File: config.mk
export PLATFORM = sky130hd
export DESIGN_NAME = pmtr_table_reader
export DESIGN_NICKNAME = d
export VERILOG_FILES = /design/src/logic/pmtr_pkg.sv /design/src/logic/pmtr_table_reader.sv
export SDC_FILE = /design/constraint.sdc
export NUM_CORES = 1
export LEC_CHECK = 0
export BUFFER_PORTS_ARGS = -buffer_cell sky130_fd_sc_hd__buf_2
export CORE_MARGIN = 3
export CORE_UTILIZATION = 48
export DETAILED_ROUTE_END_ITERATION = 10
export PLACE_DENSITY = 0.8
export SLEW_MARGIN = 0
export SYNTH_ARGS = -nofsm -noshare
export SYNTH_HDL_FRONTEND = slang
export SYNTH_SLANG_ARGS = --single-unit
File: constraint.sdc
create_clock -name i_clk_sys -period 3.7 [get_ports i_clk_sys]
set_input_delay 0 -clock i_clk_sys [delete_from_list [all_inputs] [get_ports i_clk_sys]]
set_output_delay 0 -clock i_clk_sys [all_outputs]
set_load 0.02 [all_outputs]
File: src/logic/pmtr_pkg.sv
// Purpose: Shared constants and types for the program memory table reader
// Assumes: 32-bit AXI4-Lite register bus, 16-bit program words
// Notes:   Register offsets are byte addresses on the bus
package pmtr_pkg;

  // ---------------------------------------------------------------
  // Register map
  // ---------------------------------------------------------------
  localparam logic [7:0] OFS_PTR_LOW   = 8'h00;  // fetch_pointer_low
  localparam logic [7:0] OFS_PTR_HIGH  = 8'h04;  // fetch_pointer_high
  localparam logic [7:0] OFS_PTR_UPPER = 8'h08;  // fetch_pointer_upper
  localparam logic [7:0] OFS_LATCH     = 8'h0C;  // fetched_byte_latch
  localparam logic [7:0] OFS_OP        = 8'h10;  // operation command
  localparam logic [7:0] OFS_STATUS    = 8'h14;  // busy status

  // ---------------------------------------------------------------
  // Field layout and reset values
  // ---------------------------------------------------------------
  localparam int         PTR_W         = 22;     // Full pointer width
  localparam int         PTR_LOW_W     = 21;     // Auto-update span
  localparam int         UPPER_USED_W  = 6;      // Used bits of upper reg
  localparam int         WORD_ADDR_W   = 20;     // Word address: byte span minus bit 0
  localparam logic [7:0] RST_BYTE      = 8'h00;  // Register reset value
  localparam int         OP_STORE_BIT  = 2;      // Command bit: store op
  localparam int         BUSY_BIT      = 0;      // Status bit: busy

  // ---------------------------------------------------------------
  // Timing: a fetch takes two busy cycles, a store only one
  // ---------------------------------------------------------------
  localparam logic [1:0] OP_CYCLES     = 2'h2;

  // Pointer behaviour for a fetch
  typedef enum logic [1:0] {
    PMTR_PTR_KEEP    = 2'b00,
    PMTR_PTR_POSTINC = 2'b01,
    PMTR_PTR_POSTDEC = 2'b10,
    PMTR_PTR_PREINC  = 2'b11
  } pmtr_ptr_mode_t;

  // Request toward the program memory
  typedef struct packed {
    logic                   req;   // Word read request
    logic                   cfg;   // Configuration-space select
    logic                   lsb;   // High byte wanted when set
    logic [WORD_ADDR_W-1:0] addr;  // Word address
  } pmtr_mem_req_t;

endpackage

File: src/logic/pmtr_table_reader.sv
// Purpose: Byte-wide table reader from 16-bit program memory to 8-bit space
// Assumes: Program memory word is valid while the request stands
// Notes:   Registers reached over AXI4-Lite; one command at a time
//
// Added by the designer: the AXI4-Lite register port and the register addresses.
`timescale 1ns/1ps

module pmtr_table_reader
  import pmtr_pkg::*;
(
  input  wire logic                   i_clk_sys,
  input  wire logic                   i_reset_n,
  // AXI4-Lite write address
  input  wire logic [7:0]             i_awaddr,
  input  wire logic                   i_awvalid,
  output logic                        o_awready,
  // AXI4-Lite write data
  input  wire logic [31:0]            i_wdata,
  input  wire logic [3:0]             i_wstrb,
  input  wire logic                   i_wvalid,
  output logic                        o_wready,
  // AXI4-Lite write response
  output logic [1:0]                  o_bresp,
  output logic                        o_bvalid,
  input  wire logic                   i_bready,
  // AXI4-Lite read address
  input  wire logic [7:0]             i_araddr,
  input  wire logic                   i_arvalid,
  output logic                        o_arready,
  // AXI4-Lite read data
  output logic [31:0]                 o_rdata,
  output logic [1:0]                  o_rresp,
  output logic                        o_rvalid,
  input  wire logic                   i_rready,
  // Program memory word port
  output pmtr_mem_req_t               o_mem,
  input  wire logic [15:0]            i_mem_word
);

  // ---------------------------------------------------------------
  // Local types and helpers
  // ---------------------------------------------------------------
  typedef enum logic [1:0] {
    ST_IDLE,      // Waiting for a command
    ST_FETCH,     // Word requested, capture byte next
    ST_STORE      // Store op burns its second cycle
  } pmtr_state_t;

  // Map a byte address onto a register slot
  function automatic logic [2:0] reg_sel(input logic [7:0] a);
    unique case (a)
      OFS_PTR_LOW:   reg_sel = 3'h1;
      OFS_PTR_HIGH:  reg_sel = 3'h2;
      OFS_PTR_UPPER: reg_sel = 3'h3;
      OFS_LATCH:     reg_sel = 3'h4;
      OFS_OP:        reg_sel = 3'h5;
      OFS_STATUS:    reg_sel = 3'h6;
      default:       reg_sel = 3'h0;  // Unmapped
    endcase
  endfunction

  // ---------------------------------------------------------------
  // State
  // ---------------------------------------------------------------
  logic [PTR_W-1:0]  ptr;             // Byte pointer
  logic [PTR_W-1:0]  next_ptr;
  logic [7:0]        latch;           // Fetched byte latch
  logic [7:0]        next_latch;
  pmtr_state_t       state;
  pmtr_state_t       next_state;
  pmtr_ptr_mode_t    mode;            // Mode of command in flight
  pmtr_ptr_mode_t    next_mode;
  pmtr_mem_req_t     mem;             // Registered memory request
  pmtr_mem_req_t     next_mem;
  logic              aw_held;         // Address taken, waiting for data
  logic              next_aw_held;
  logic [7:0]        aw_addr;         // Captured write address
  logic [7:0]        next_aw_addr;
  logic              w_held;          // Data taken, waiting for address
  logic              next_w_held;
  logic [31:0]       w_data;          // Captured write data
  logic [31:0]       next_w_data;
  logic [3:0]        w_strb;          // Captured byte enables
  logic [3:0]        next_w_strb;
  logic              bvalid;
  logic              next_bvalid;
  logic [1:0]        bresp;
  logic [1:0]        next_bresp;
  logic              rvalid;
  logic              next_rvalid;
  logic [31:0]       rdata;
  logic [31:0]       next_rdata;
  logic [1:0]        rresp;
  logic [1:0]        next_rresp;
  logic              aw_rdy;          // Write address ready, registered
  logic              next_aw_rdy;
  logic              w_rdy;           // Write data ready, registered
  logic              next_w_rdy;
  logic              ar_rdy;          // Read address ready, registered
  logic              next_ar_rdy;

  // Combinational helpers
  logic              do_write;        // Both halves of a write present
  logic [2:0]        wsel;            // Decoded write slot
  logic [PTR_W-1:0]  upd_ptr;         // Pointer after inc/dec
  logic [PTR_W-1:0]  fetch_ptr;       // Pointer used for this read

  // ---------------------------------------------------------------
  // Pointer arithmetic
  // ---------------------------------------------------------------
  // Carry never reaches the config-space bit, so an increment past the
  // top of program space wraps within it rather than escaping.
  always_comb begin
    upd_ptr = ptr;
    unique case (mode)
      PMTR_PTR_POSTDEC: begin
        upd_ptr = {ptr[PTR_W-1], ptr[PTR_LOW_W-1:0] - 21'h0_0001};
      end
      PMTR_PTR_KEEP: begin
        upd_ptr = ptr;
      end
      default: begin
        upd_ptr = {ptr[PTR_W-1], ptr[PTR_LOW_W-1:0] + 21'h0_0001};
      end
    endcase
  end

  // Pre-increment reads with the already-updated pointer
  always_comb begin
    fetch_ptr = (mode == PMTR_PTR_PREINC) ? upd_ptr : ptr;
  end

  // ---------------------------------------------------------------
  // Write channel acceptance
  // ---------------------------------------------------------------
  // Each half is held until its partner arrives; a new write waits
  // until the previous response is taken.
  always_comb begin
    next_aw_held = aw_held;
    next_aw_addr = aw_addr;
    next_w_held  = w_held;
    next_w_data  = w_data;
    next_w_strb  = w_strb;
    if (o_awready && i_awvalid) begin
      next_aw_held = 1'b1;
      next_aw_addr = i_awaddr;
    end
    if (o_wready && i_wvalid) begin
      next_w_held = 1'b1;
      next_w_data = i_wdata;
      next_w_strb = i_wstrb;
    end
    if (do_write) begin
      next_aw_held = 1'b0;
      next_w_held  = 1'b0;
    end
  end

  // Held halves wait while a fetch or store is busy, so nothing is lost
  assign do_write = aw_held && w_held && !bvalid && (state == ST_IDLE);
  assign wsel     = reg_sel(aw_addr);

  // ---------------------------------------------------------------
  // Register writes, command engine and memory request
  // ---------------------------------------------------------------
  always_comb begin
    next_ptr    = ptr;
    next_latch  = latch;
    next_state  = state;
    next_mode   = mode;
    next_mem    = '0;
    next_bvalid = bvalid;
    next_bresp  = bresp;
    if (bvalid && i_bready) begin
      next_bvalid = 1'b0;
    end
    unique case (state)
      ST_IDLE: begin
        if (do_write) begin
          next_bvalid = 1'b1;
          next_bresp  = (wsel == 3'h0 || wsel == 3'h6) ? 2'b10 : 2'b00;
          if (wsel == 3'h1 && w_strb[0]) begin
            next_ptr[7:0] = w_data[7:0];
          end
          if (wsel == 3'h2 && w_strb[0]) begin
            next_ptr[15:8] = w_data[7:0];
          end
          if (wsel == 3'h3 && w_strb[0]) begin
            next_ptr[21:16] = w_data[UPPER_USED_W-1:0];
          end
          if (wsel == 3'h4 && w_strb[0]) begin
            next_latch = w_data[7:0];
          end
          if (wsel == 3'h5 && w_strb[0]) begin
            if (w_data[OP_STORE_BIT]) begin
              next_state = ST_STORE;
            end else begin
              next_state = ST_FETCH;
              next_mode  = pmtr_ptr_mode_t'(w_data[1:0]);
            end
          end
        end
      end
      ST_FETCH: begin
        // Cycle one: issue the word read with all pointer bits
        next_mem.req  = 1'b1;
        next_mem.cfg  = fetch_ptr[PTR_W-1];
        next_mem.lsb  = fetch_ptr[0];
        next_mem.addr = fetch_ptr[PTR_LOW_W-1:1];
        next_ptr      = (mode == PMTR_PTR_KEEP) ? ptr : upd_ptr;
        next_state    = ST_IDLE;
      end
      ST_STORE: begin
        // Second cycle of a store: nothing changes
        next_state = ST_IDLE;
      end
      default: begin
        next_state = ST_IDLE;
      end
    endcase
    // Cycle two: exactly one byte of the returned word lands in the latch
    if (mem.req) begin
      next_latch = mem.lsb ? i_mem_word[15:8] : i_mem_word[7:0];
    end
  end

  // ---------------------------------------------------------------
  // Read channel
  // ---------------------------------------------------------------
  always_comb begin
    next_rvalid = rvalid;
    next_rdata  = rdata;
    next_rresp  = rresp;
    if (rvalid && i_rready) begin
      next_rvalid = 1'b0;
    end
    if (o_arready && i_arvalid) begin
      next_rvalid = 1'b1;
      next_rresp  = 2'b00;
      unique case (reg_sel(i_araddr))
        3'h1:    next_rdata = {24'h00_0000, ptr[7:0]};
        3'h2:    next_rdata = {24'h00_0000, ptr[15:8]};
        3'h3:    next_rdata = {26'h00_0000, ptr[21:16]};
        3'h4:    next_rdata = {24'h00_0000, latch};
        3'h5:    next_rdata = {30'h000_0000, mode};
        3'h6:    next_rdata = {31'h000_0000, state != ST_IDLE || mem.req};
        default: begin
          next_rdata = 32'h0000_0000;
          next_rresp = 2'b10;  // Unmapped address
        end
      endcase
    end
  end

  // Readies follow the next held and valid state, so each is a flop
  always_comb begin
    next_aw_rdy = !next_aw_held && !next_bvalid;
    next_w_rdy  = !next_w_held && !next_bvalid;
    next_ar_rdy = !next_rvalid;
  end

  // ---------------------------------------------------------------
  // Registers
  // ---------------------------------------------------------------
  always_ff @(posedge i_clk_sys) begin
    if (!i_reset_n) begin
      ptr     <= '0;
      latch   <= RST_BYTE;
      state   <= ST_IDLE;
      mode    <= PMTR_PTR_KEEP;
      mem     <= '0;
      aw_held <= 1'b0;
      aw_addr <= 8'h00;
      w_held  <= 1'b0;
      w_data  <= 32'h0000_0000;
      w_strb  <= 4'h0;
      bvalid  <= 1'b0;
      bresp   <= 2'b00;
      rvalid  <= 1'b0;
      rdata   <= 32'h0000_0000;
      rresp   <= 2'b00;
      aw_rdy  <= 1'b1;
      w_rdy   <= 1'b1;
      ar_rdy  <= 1'b1;
    end else begin
      ptr     <= next_ptr;
      latch   <= next_latch;
      state   <= next_state;
      mode    <= next_mode;
      mem     <= next_mem;
      aw_held <= next_aw_held;
      aw_addr <= next_aw_addr;
      w_held  <= next_w_held;
      w_data  <= next_w_data;
      w_strb  <= next_w_strb;
      bvalid  <= next_bvalid;
      bresp   <= next_bresp;
      rvalid  <= next_rvalid;
      rdata   <= next_rdata;
      rresp   <= next_rresp;
      aw_rdy  <= next_aw_rdy;
      w_rdy   <= next_w_rdy;
      ar_rdy  <= next_ar_rdy;
    end
  end

  // ---------------------------------------------------------------
  // Outputs
  // ---------------------------------------------------------------
  // Ready signals are flop-derived; one write and one read at a time
  assign o_awready = aw_rdy;
  assign o_wready  = w_rdy;
  assign o_arready = ar_rdy;
  assign o_bvalid  = bvalid;
  assign o_bresp   = bresp;
  assign o_rvalid  = rvalid;
  assign o_rdata   = rdata;
  assign o_rresp   = rresp;
  assign o_mem     = mem;

endmodule

==> flow_metrics.tcl, run 1 <==
set metrics [dict create \
    status "finished, final reports clean" \
    io_pins 139 \
    drive_gt1_share_pct 16.2 \
    criticalPathCategory "reg -> reg" \
    dp_slack_ps 886 \
    hold_class "in -> reg" \
    leakagePower_nw 2.51 \
    vdd_drop_max_mv 0.241 \
    ys_async_sr_fraction_pct 0 \
    yosysSeqAreaShare_pct 33.7 \
    first_global_vias 5209 \
    synth_ff_type "dfxtp_1" \
    cp-start-kind "flop" \
    syn-cell-area_um2 5400 \
    gr-usage-all-layers_pct 25.7 \
    skew_ps 6.97 \
    drc 0 \
    cts_tree "done" \
    grt_pass1_wl_mm 26.1 \
    reg2reg_slack_ps 790 \
    synth-seq-cells 91 \
    multiInputGateArea_um2 3220 \
    reg2reg_to "ptr[20]$_SDFFE_PN0P_" \
    start_util_pct 49.4 \
    num_vias 5374 \
    gp_congestion 0.942 \
    grt_overflow 0 \
    cts_buffers 9 \
    finalWorstSetupSlack_ps 788 \
    synthToLayoutAreaGrowth_pct 16.3 \
    clock_sinks 91 \
    worstPathArrival_ps 3110 \
    whs_ps 102 \
    worstRegToRegCells 9 \
    relSlewSlack_pct 16.8 \
    syn_inst 698 \
    cts.root.buffer_cell "clkbuf_16" \
    dp_hpwl_mm 11.1 \
    cp.required_ps 3900 \
    io_buffers 85 \
    r2r_start "mode[1]$_SDFFE_PN0P_" \
    path_clk_slew_ps 70 \
    seq_area_um2 1820 \
    slew_violations 0 \
    fin_crit_sh_pct 78.7 \
    drt_iter0_drc 483 \
    die-area_um2 12600 \
    cellPowerDensity_nw_per_um2 354 \
    via_per_inst 5.91 \
    clockBufferDepth 2 \
    drt_wl_total_mm 16.2 \
    tightest_slew_ps 1240 \
    dr.pass1.iters 5 \
    crit_fanout 13 \
    setup_violations 0 \
    hold_viol_final 0 \
    cp_slowest_cell "dfxtp_1" \
    synth_edf_count 0 \
    cp.depth 9 \
    grt_setup_unrepaired "no" \
    postSynthAreaPerCell_um2 7.74 \
    worstSkewPairLatency_ps 350 \
    cts_resized 0 \
    finalSetupTns_ps 0 \
    achievable-frequency_mhz 343 \
    fp-row-count 38 \
    synth.distinct_cells 66 \
    num_antenna_cells 0 \
    yosysWarnings 0 \
    crit_start "mode[1]$_SDFFE_PN0P_" \
    critPathCaptureType "flop" \
    wl_per_cell_um 17.8 \
    ant_nets 0 \
    finalCriticalPeriod_ps 2910 \
    antenna_found_initial 0 \
    drv_cap 0 \
    crit_buf_inv 0 \
    path_delay_family "compound AO/OA/AOI/OAI gates" \
    htree_levels 3 \
    nFillCells 987 \
    fp.coreArea_um2 10900 \
    path_cells "nand2b_1 > xnor2_1 > ha_1 > nor3_1 > o21bai_1 > a2111oi_0 > a31oi_1 > mux2i_1 > o311ai_0" \
    endpoint "ptr[20]$_SDFFE_PN0P_" \
    nets 841 \
    die_h_um 112 \
    power_mw 2.22 \
    grt_max_degree 49 \
    max_stage_delay_ps 590 \
    die_w_um 112 \
]
## tightest hold or removal path, delay by kind of cell
kind,cells,cell delay [ps]
AOI/OAI and AO/OA,2,150
buffers and inverters,1,80
and+or+nand+nor,2,160
## what timing repair did
| action | CTS | global route |
|---|---|---|
| hold buffers | 21 | 0 |
| buffers inserted | 0 | 0 |
| hold endpoints to repair | 21 | 0 |
## stage by stage
| stage | util (%) | area, um^2 | cells |
|---|---|---|---|
| after floorplan | - | 5500 | 723 |
| after global placement | 52.6 | 5750 | 873 |
| after detailed placement | 52.6 | 5750 | 873 |
| after CTS | 57.5 | 6280 | 910 |
| after global routing | 57.5 | 6280 | 910 |
| final | 57.5 | 6280 | 910 |
## flip-flops by register name, summed over array words and instances, names as in the netlist, 2 cells and up
name and flops:
aw_addr 8, latch 8, mode 2, o_mem 23, o_rdata 8, ptr 22, state 2, w_data 8
## cells in the mapped netlist (all sizes together), types with 3 or more instances
master | number | area, um^2
a31oi | 12 | 75.1
nand2b | 10 | 62.6
nand3 | 25 | 125
or3 | 14 | 87.6
o31a | 3 | 26.3
mux4 | 5 | 113
and2 | 10 | 62.6
o22ai | 7 | 43.8
nor2 | 71 | 267
or4 | 8 | 67.6
nor2b | 18 | 113
nor3b | 3 | 22.5
o31ai | 6 | 45.0
mux2i | 30 | 300
buf | 39 | 252
inv | 7 | 26.3
a32oi | 4 | 53.8
nor4 | 9 | 56.3
a21o | 7 | 52.6
a211oi | 13 | 97.6
nand4 | 13 | 81.3
dfxtp | 91 | 1820
nor4b | 3 | 26.3
clkbuf | 46 | 173
and4 | 3 | 26.3
nor3 | 17 | 85.1
nand2 | 83 | 312
xor2 | 6 | 52.6
o211ai | 5 | 37.5
a21oi | 47 | 235
and3 | 13 | 81.3
a22oi | 7 | 52.6
xnor2 | 6 | 52.6
o21ai | 23 | 115
## power breakdown
part | switching [mW] | internal [mW]
Clock | 0.400 | 0.611
Combinational | 0.116 | 0.0722
Sequential | 0.0207 | 1.00
## worst min-delay path by stage
stage / startpoint / endpoint / slack [ps] / cells past startpoint
3_3_place_gp: i_rready / o_arready$_SDFF_PN1_ / 240 / 3
3_5_place_dp: i_awaddr[4] / aw_addr[4]$_SDFFE_PN0P_ / 250 / 3
4_1_cts: i_araddr[7] / o_rdata[1]$_SDFFE_PN0P_ / 90 / 5
5_1_grt: i_awvalid / aw_addr[5]$_SDFFE_PN0P_ / 160 / 4
2_1_floorplan: i_awaddr[0] / aw_addr[0]$_SDFFE_PN0P_ / 140 / 2
6_report: i_araddr[5] / o_rdata[1]$_SDFFE_PN0P_ / 100 / 5
## kinds of logic after synthesis
logic type | share of synthesized area [%]
other | 0.0694
and+or+nand+nor | 28.2
adders and majority gates | 0.232
muxes | 8.06
xor gates and xnor gates | 1.95
DFF | 33.7
AOI/OAI and AO/OA | 19.5
buffers and inverters | 8.34
## per-layer routing
| layer | vias up | share of wire, % | GRT usage (%) |
|---|---|---|---|
| met4 | 0 | 2.7 | 9.78 |
| li1 | 2581 | - | - |
| met1 | 2485 | 40 | 32.0 |
| met2 | 275 | 48 | 43.4 |
| met5 | - | 0 | 0 |
| met3 | 33 | 8.7 | 5.55 |
## placed cells by master, fill, tap and decap left out, drive strengths merged, types with 4 or more instances in the layout
cell | synthesis | layout
a211oi | 13 | 13
a21o | 7 | 7
a21oi | 47 | 47
a22oi | 7 | 7
a31oi | 12 | 12
a32oi | 4 | 4
and2 | 10 | 10
and3 | 13 | 13
buf | 39 | 95
clkbuf | 46 | 10
conb | 1 | 26
dfxtp | 91 | 91
dlygate4sd3 | 0 | 21
inv | 7 | 8
mux2i | 30 | 30
mux4 | 5 | 5
nand2 | 83 | 83
nand2b | 10 | 10
nand3 | 25 | 25
nand4 | 13 | 13
nor2 | 71 | 71
nor2b | 18 | 18
nor3 | 17 | 17
nor4 | 9 | 9
o211ai | 5 | 5
o21ai | 23 | 23
o22ai | 7 | 7
o31ai | 6 | 6
or3 | 14 | 14
or4 | 8 | 8
xnor2 | 6 | 6
xor2 | 6 | 6
## final cells by class
class	count	share of cell area, %
Multi-Input combinational cell	540	51.3
Sequential cell	91	29.0
Timing Repair Buffer	116	11.3
Clock buffer	10	3.80
Tap cell	140	2.79
Clock inverter	6	1.39
Inverter	7	0.418
Power figures use the tool's default switching activity.
==> run 2: changes to the inputs <==
--- a/config.mk
+++ b/config.mk
@@ -9,7 +9,7 @@
 export CORE_MARGIN = 3
 export CORE_UTILIZATION = 48
 export DETAILED_ROUTE_END_ITERATION = 10
-export PLACE_DENSITY = 0.8
+export PLACE_DENSITY = 0.83
 export SLEW_MARGIN = 0
 export SYNTH_ARGS = -nofsm -noshare
 export SYNTH_HDL_FRONTEND = slang
==> constraint.sdc (replaced) <==
create_clock -name i_clk_sys -period 2.65 [get_ports i_clk_sys]
set_input_delay 0 -clock i_clk_sys [delete_from_list [all_inputs] [get_ports i_clk_sys]]
set_output_delay 0 -clock i_clk_sys [all_outputs]
set_load 0.02 [all_outputs]
==> run 2 against run 1 <==
  * Cell count grew 2.2%
  * First-iteration DRC count grew 16%
  * Sequential share of layout area shrank 0.59 points
  * Core utilization grew 1.2 points
  * Global-route usage shrank 0.88 points
  * Count of clock-buffer cells in the layout is the same
  * Largest cell class unchanged
  * Largest power group unchanged
==> flow_metrics.tcl, run 2 (synthesis results as in run 1) <==
set metrics [dict create \
    status "finished, final reports clean" \
    cts_buffers 9 \
    drive_gt1_share_pct 18.7 \
    via_per_inst 5.93 \
    synthToLayoutAreaGrowth_pct 18.8 \
    drt_wl_total_mm 15.9 \
    drt_iter0_drc 562 \
    grt_max_degree 31 \
    final_common_cell "dfxtp_1" \
    relSlewSlack_pct 53.6 \
    cp.required_ps 2930 \
    finalCriticalPeriod_ps 2420 \
    p_comb_share_pct 9.0 \
    fin_crit_sh_pct 91.2 \
    power.internal_mw 2.16 \
    num_vias 5511 \
    drv_cap 0 \
    grt_overflow 0 \
    gp_congestion 0.988 \
    whs_ps 36.9 \
    critPathCaptureType "flop" \
    htree_levels 3 \
    cts_tree "done" \
    die-area_um2 12600 \
    largest_reg_flops 23 \
    nFillCells 972 \
    worstSkewPairLatency_ps 350 \
    antenna_found_initial 0 \
    skew_ps 11.5 \
    criticalPathCategory "reg -> reg" \
    clkPwrFrac_pct 42.7 \
    leakagePower_nw 2.61 \
    busiest_layer "met2" \
    hold_depth 4 \
    io_buffers 85 \
    dr.pass1.iters 6 \
    crit_fanout 10 \
    grt_setup_unrepaired "no" \
    finalSetupTns_ps 0 \
    vdd_drop_max_mv 0.270 \
    achievable-frequency_mhz 414 \
    num_antenna_cells 0 \
    gr-usage-all-layers_pct 24.8 \
    final_cell_mix "91 x dfxtp_1, 85 x buf_2, 83 x nand2_1" \
    worstRegToRegCells 6 \
    finalWorstSetupSlack_ps 234 \
    dp_hpwl_mm 10.9 \
    tightest_slew_ps 694 \
    cellPowerDensity_nw_per_um2 459 \
    fp.coreArea_um2 10900 \
    ant_nets 0 \
    met3_usage_pct 5.28 \
    use_met1_pct 31.7 \
    io_pins 139 \
    hold_class "in -> reg" \
    first_global_vias 5214 \
    met2_usage_pct 39.8 \
    cts.root.buffer_cell "clkbuf_16" \
    clockBufferDepth 2 \
    drc 0 \
    die_h_um 112 \
    cts_resized 0 \
    dp_slack_ps 266 \
    fp-row-count 38 \
    nets 861 \
    setup_violations 0 \
    power_mw 2.95 \
    cp-start-kind "flop" \
    wl_per_cell_um 17.1 \
    clock_sinks 91 \
    hold_viol_final 0 \
    swShare_pct 26.9 \
    die_w_um 112 \
    grt_pass1_wl_mm 25.6 \
    start_util_pct 49.4 \
    worstPathArrival_ps 2690 \
    path_clk_slew_ps 70 \
    slew_violations 0 \
    p_seq_share_pct 48.3 \
    p_switching_uw 792 \
]
run 2: cell count changes in the layout (fill, tap and decap cells not counted), moves of 2 or more:
cell        delta
bufinv_16      -2
clkinvlp_4     +2
inv_8          +2
buf_4         +20
clkinv_2       -2
run 2: cell type report:
cell class                      count  area (um^2)  area share (%)
Multi-Input combinational cell    540         3250            50.6
Sequential cell                    91         1820            28.4
Inverter                            7         26.3           0.410
Clock buffer                       10          229            3.57
Tap cell                          140          175            2.73
Clock inverter                      6         55.1           0.858
Timing Repair Buffer              136          861            13.4
run 2: per-layer routing:
metal  wire, um  up-vias
met5          0        -
met4        608        0
met3       1470       62
met2       7570      305
met1       6270     2512
li1           -     2632
run 2: final timing paths:
kind	startpoint	endpoint	slack [ps]
hold reg to reg	aw_addr[5]$_SDFFE_PN0P_	aw_addr[5]$_SDFFE_PN0P_	450
hold / removal	i_araddr[6]	o_rdata[1]$_SDFFE_PN0P_	40
setup / recovery	ptr[7]$_SDFFE_PN0P_	o_mem[14]$_SDFF_PN0_	230
setup reg to reg	ptr[7]$_SDFFE_PN0P_	o_mem[14]$_SDFF_PN0_	230
run 2: metrics by stage:
step	area [um^2]	instances	util [%]
after global placement	5920	893	54.2
after CTS	6420	930	58.7
after floorplan	5520	723	-
after global routing	6420	930	58.7
final	6420	930	58.7
after detailed placement	5920	893	54.2
run 2: power by group through the flow:
stage          Sequential, mW  Clock (mW)  Combinational [mW]
2_1_floorplan            1.46           0               0.179
3_3_place_gp             1.45           0               0.231
4_1_cts                  1.42        1.26               0.259
6_report                 1.42        1.26               0.264
5_1_grt                  1.43        1.32               0.291
3_5_place_dp             1.46           0               0.235
run 2: timing repair:
| item | 4_1_cts | 5_1_grt |
|---|---|---|
| setup buffers | 0 | 0 |
| hold buffers | 21 | 0 |
| endpoints found under the hold margin | 21 | 0 |
run 2: critical path: stages (launching register included):
cell      delay [ps]
dfxtp_1          430
or4_1            670
or2_2            330
a211oi_1         230
a31oi_1          180
or3_1            360
a21oi_1          140
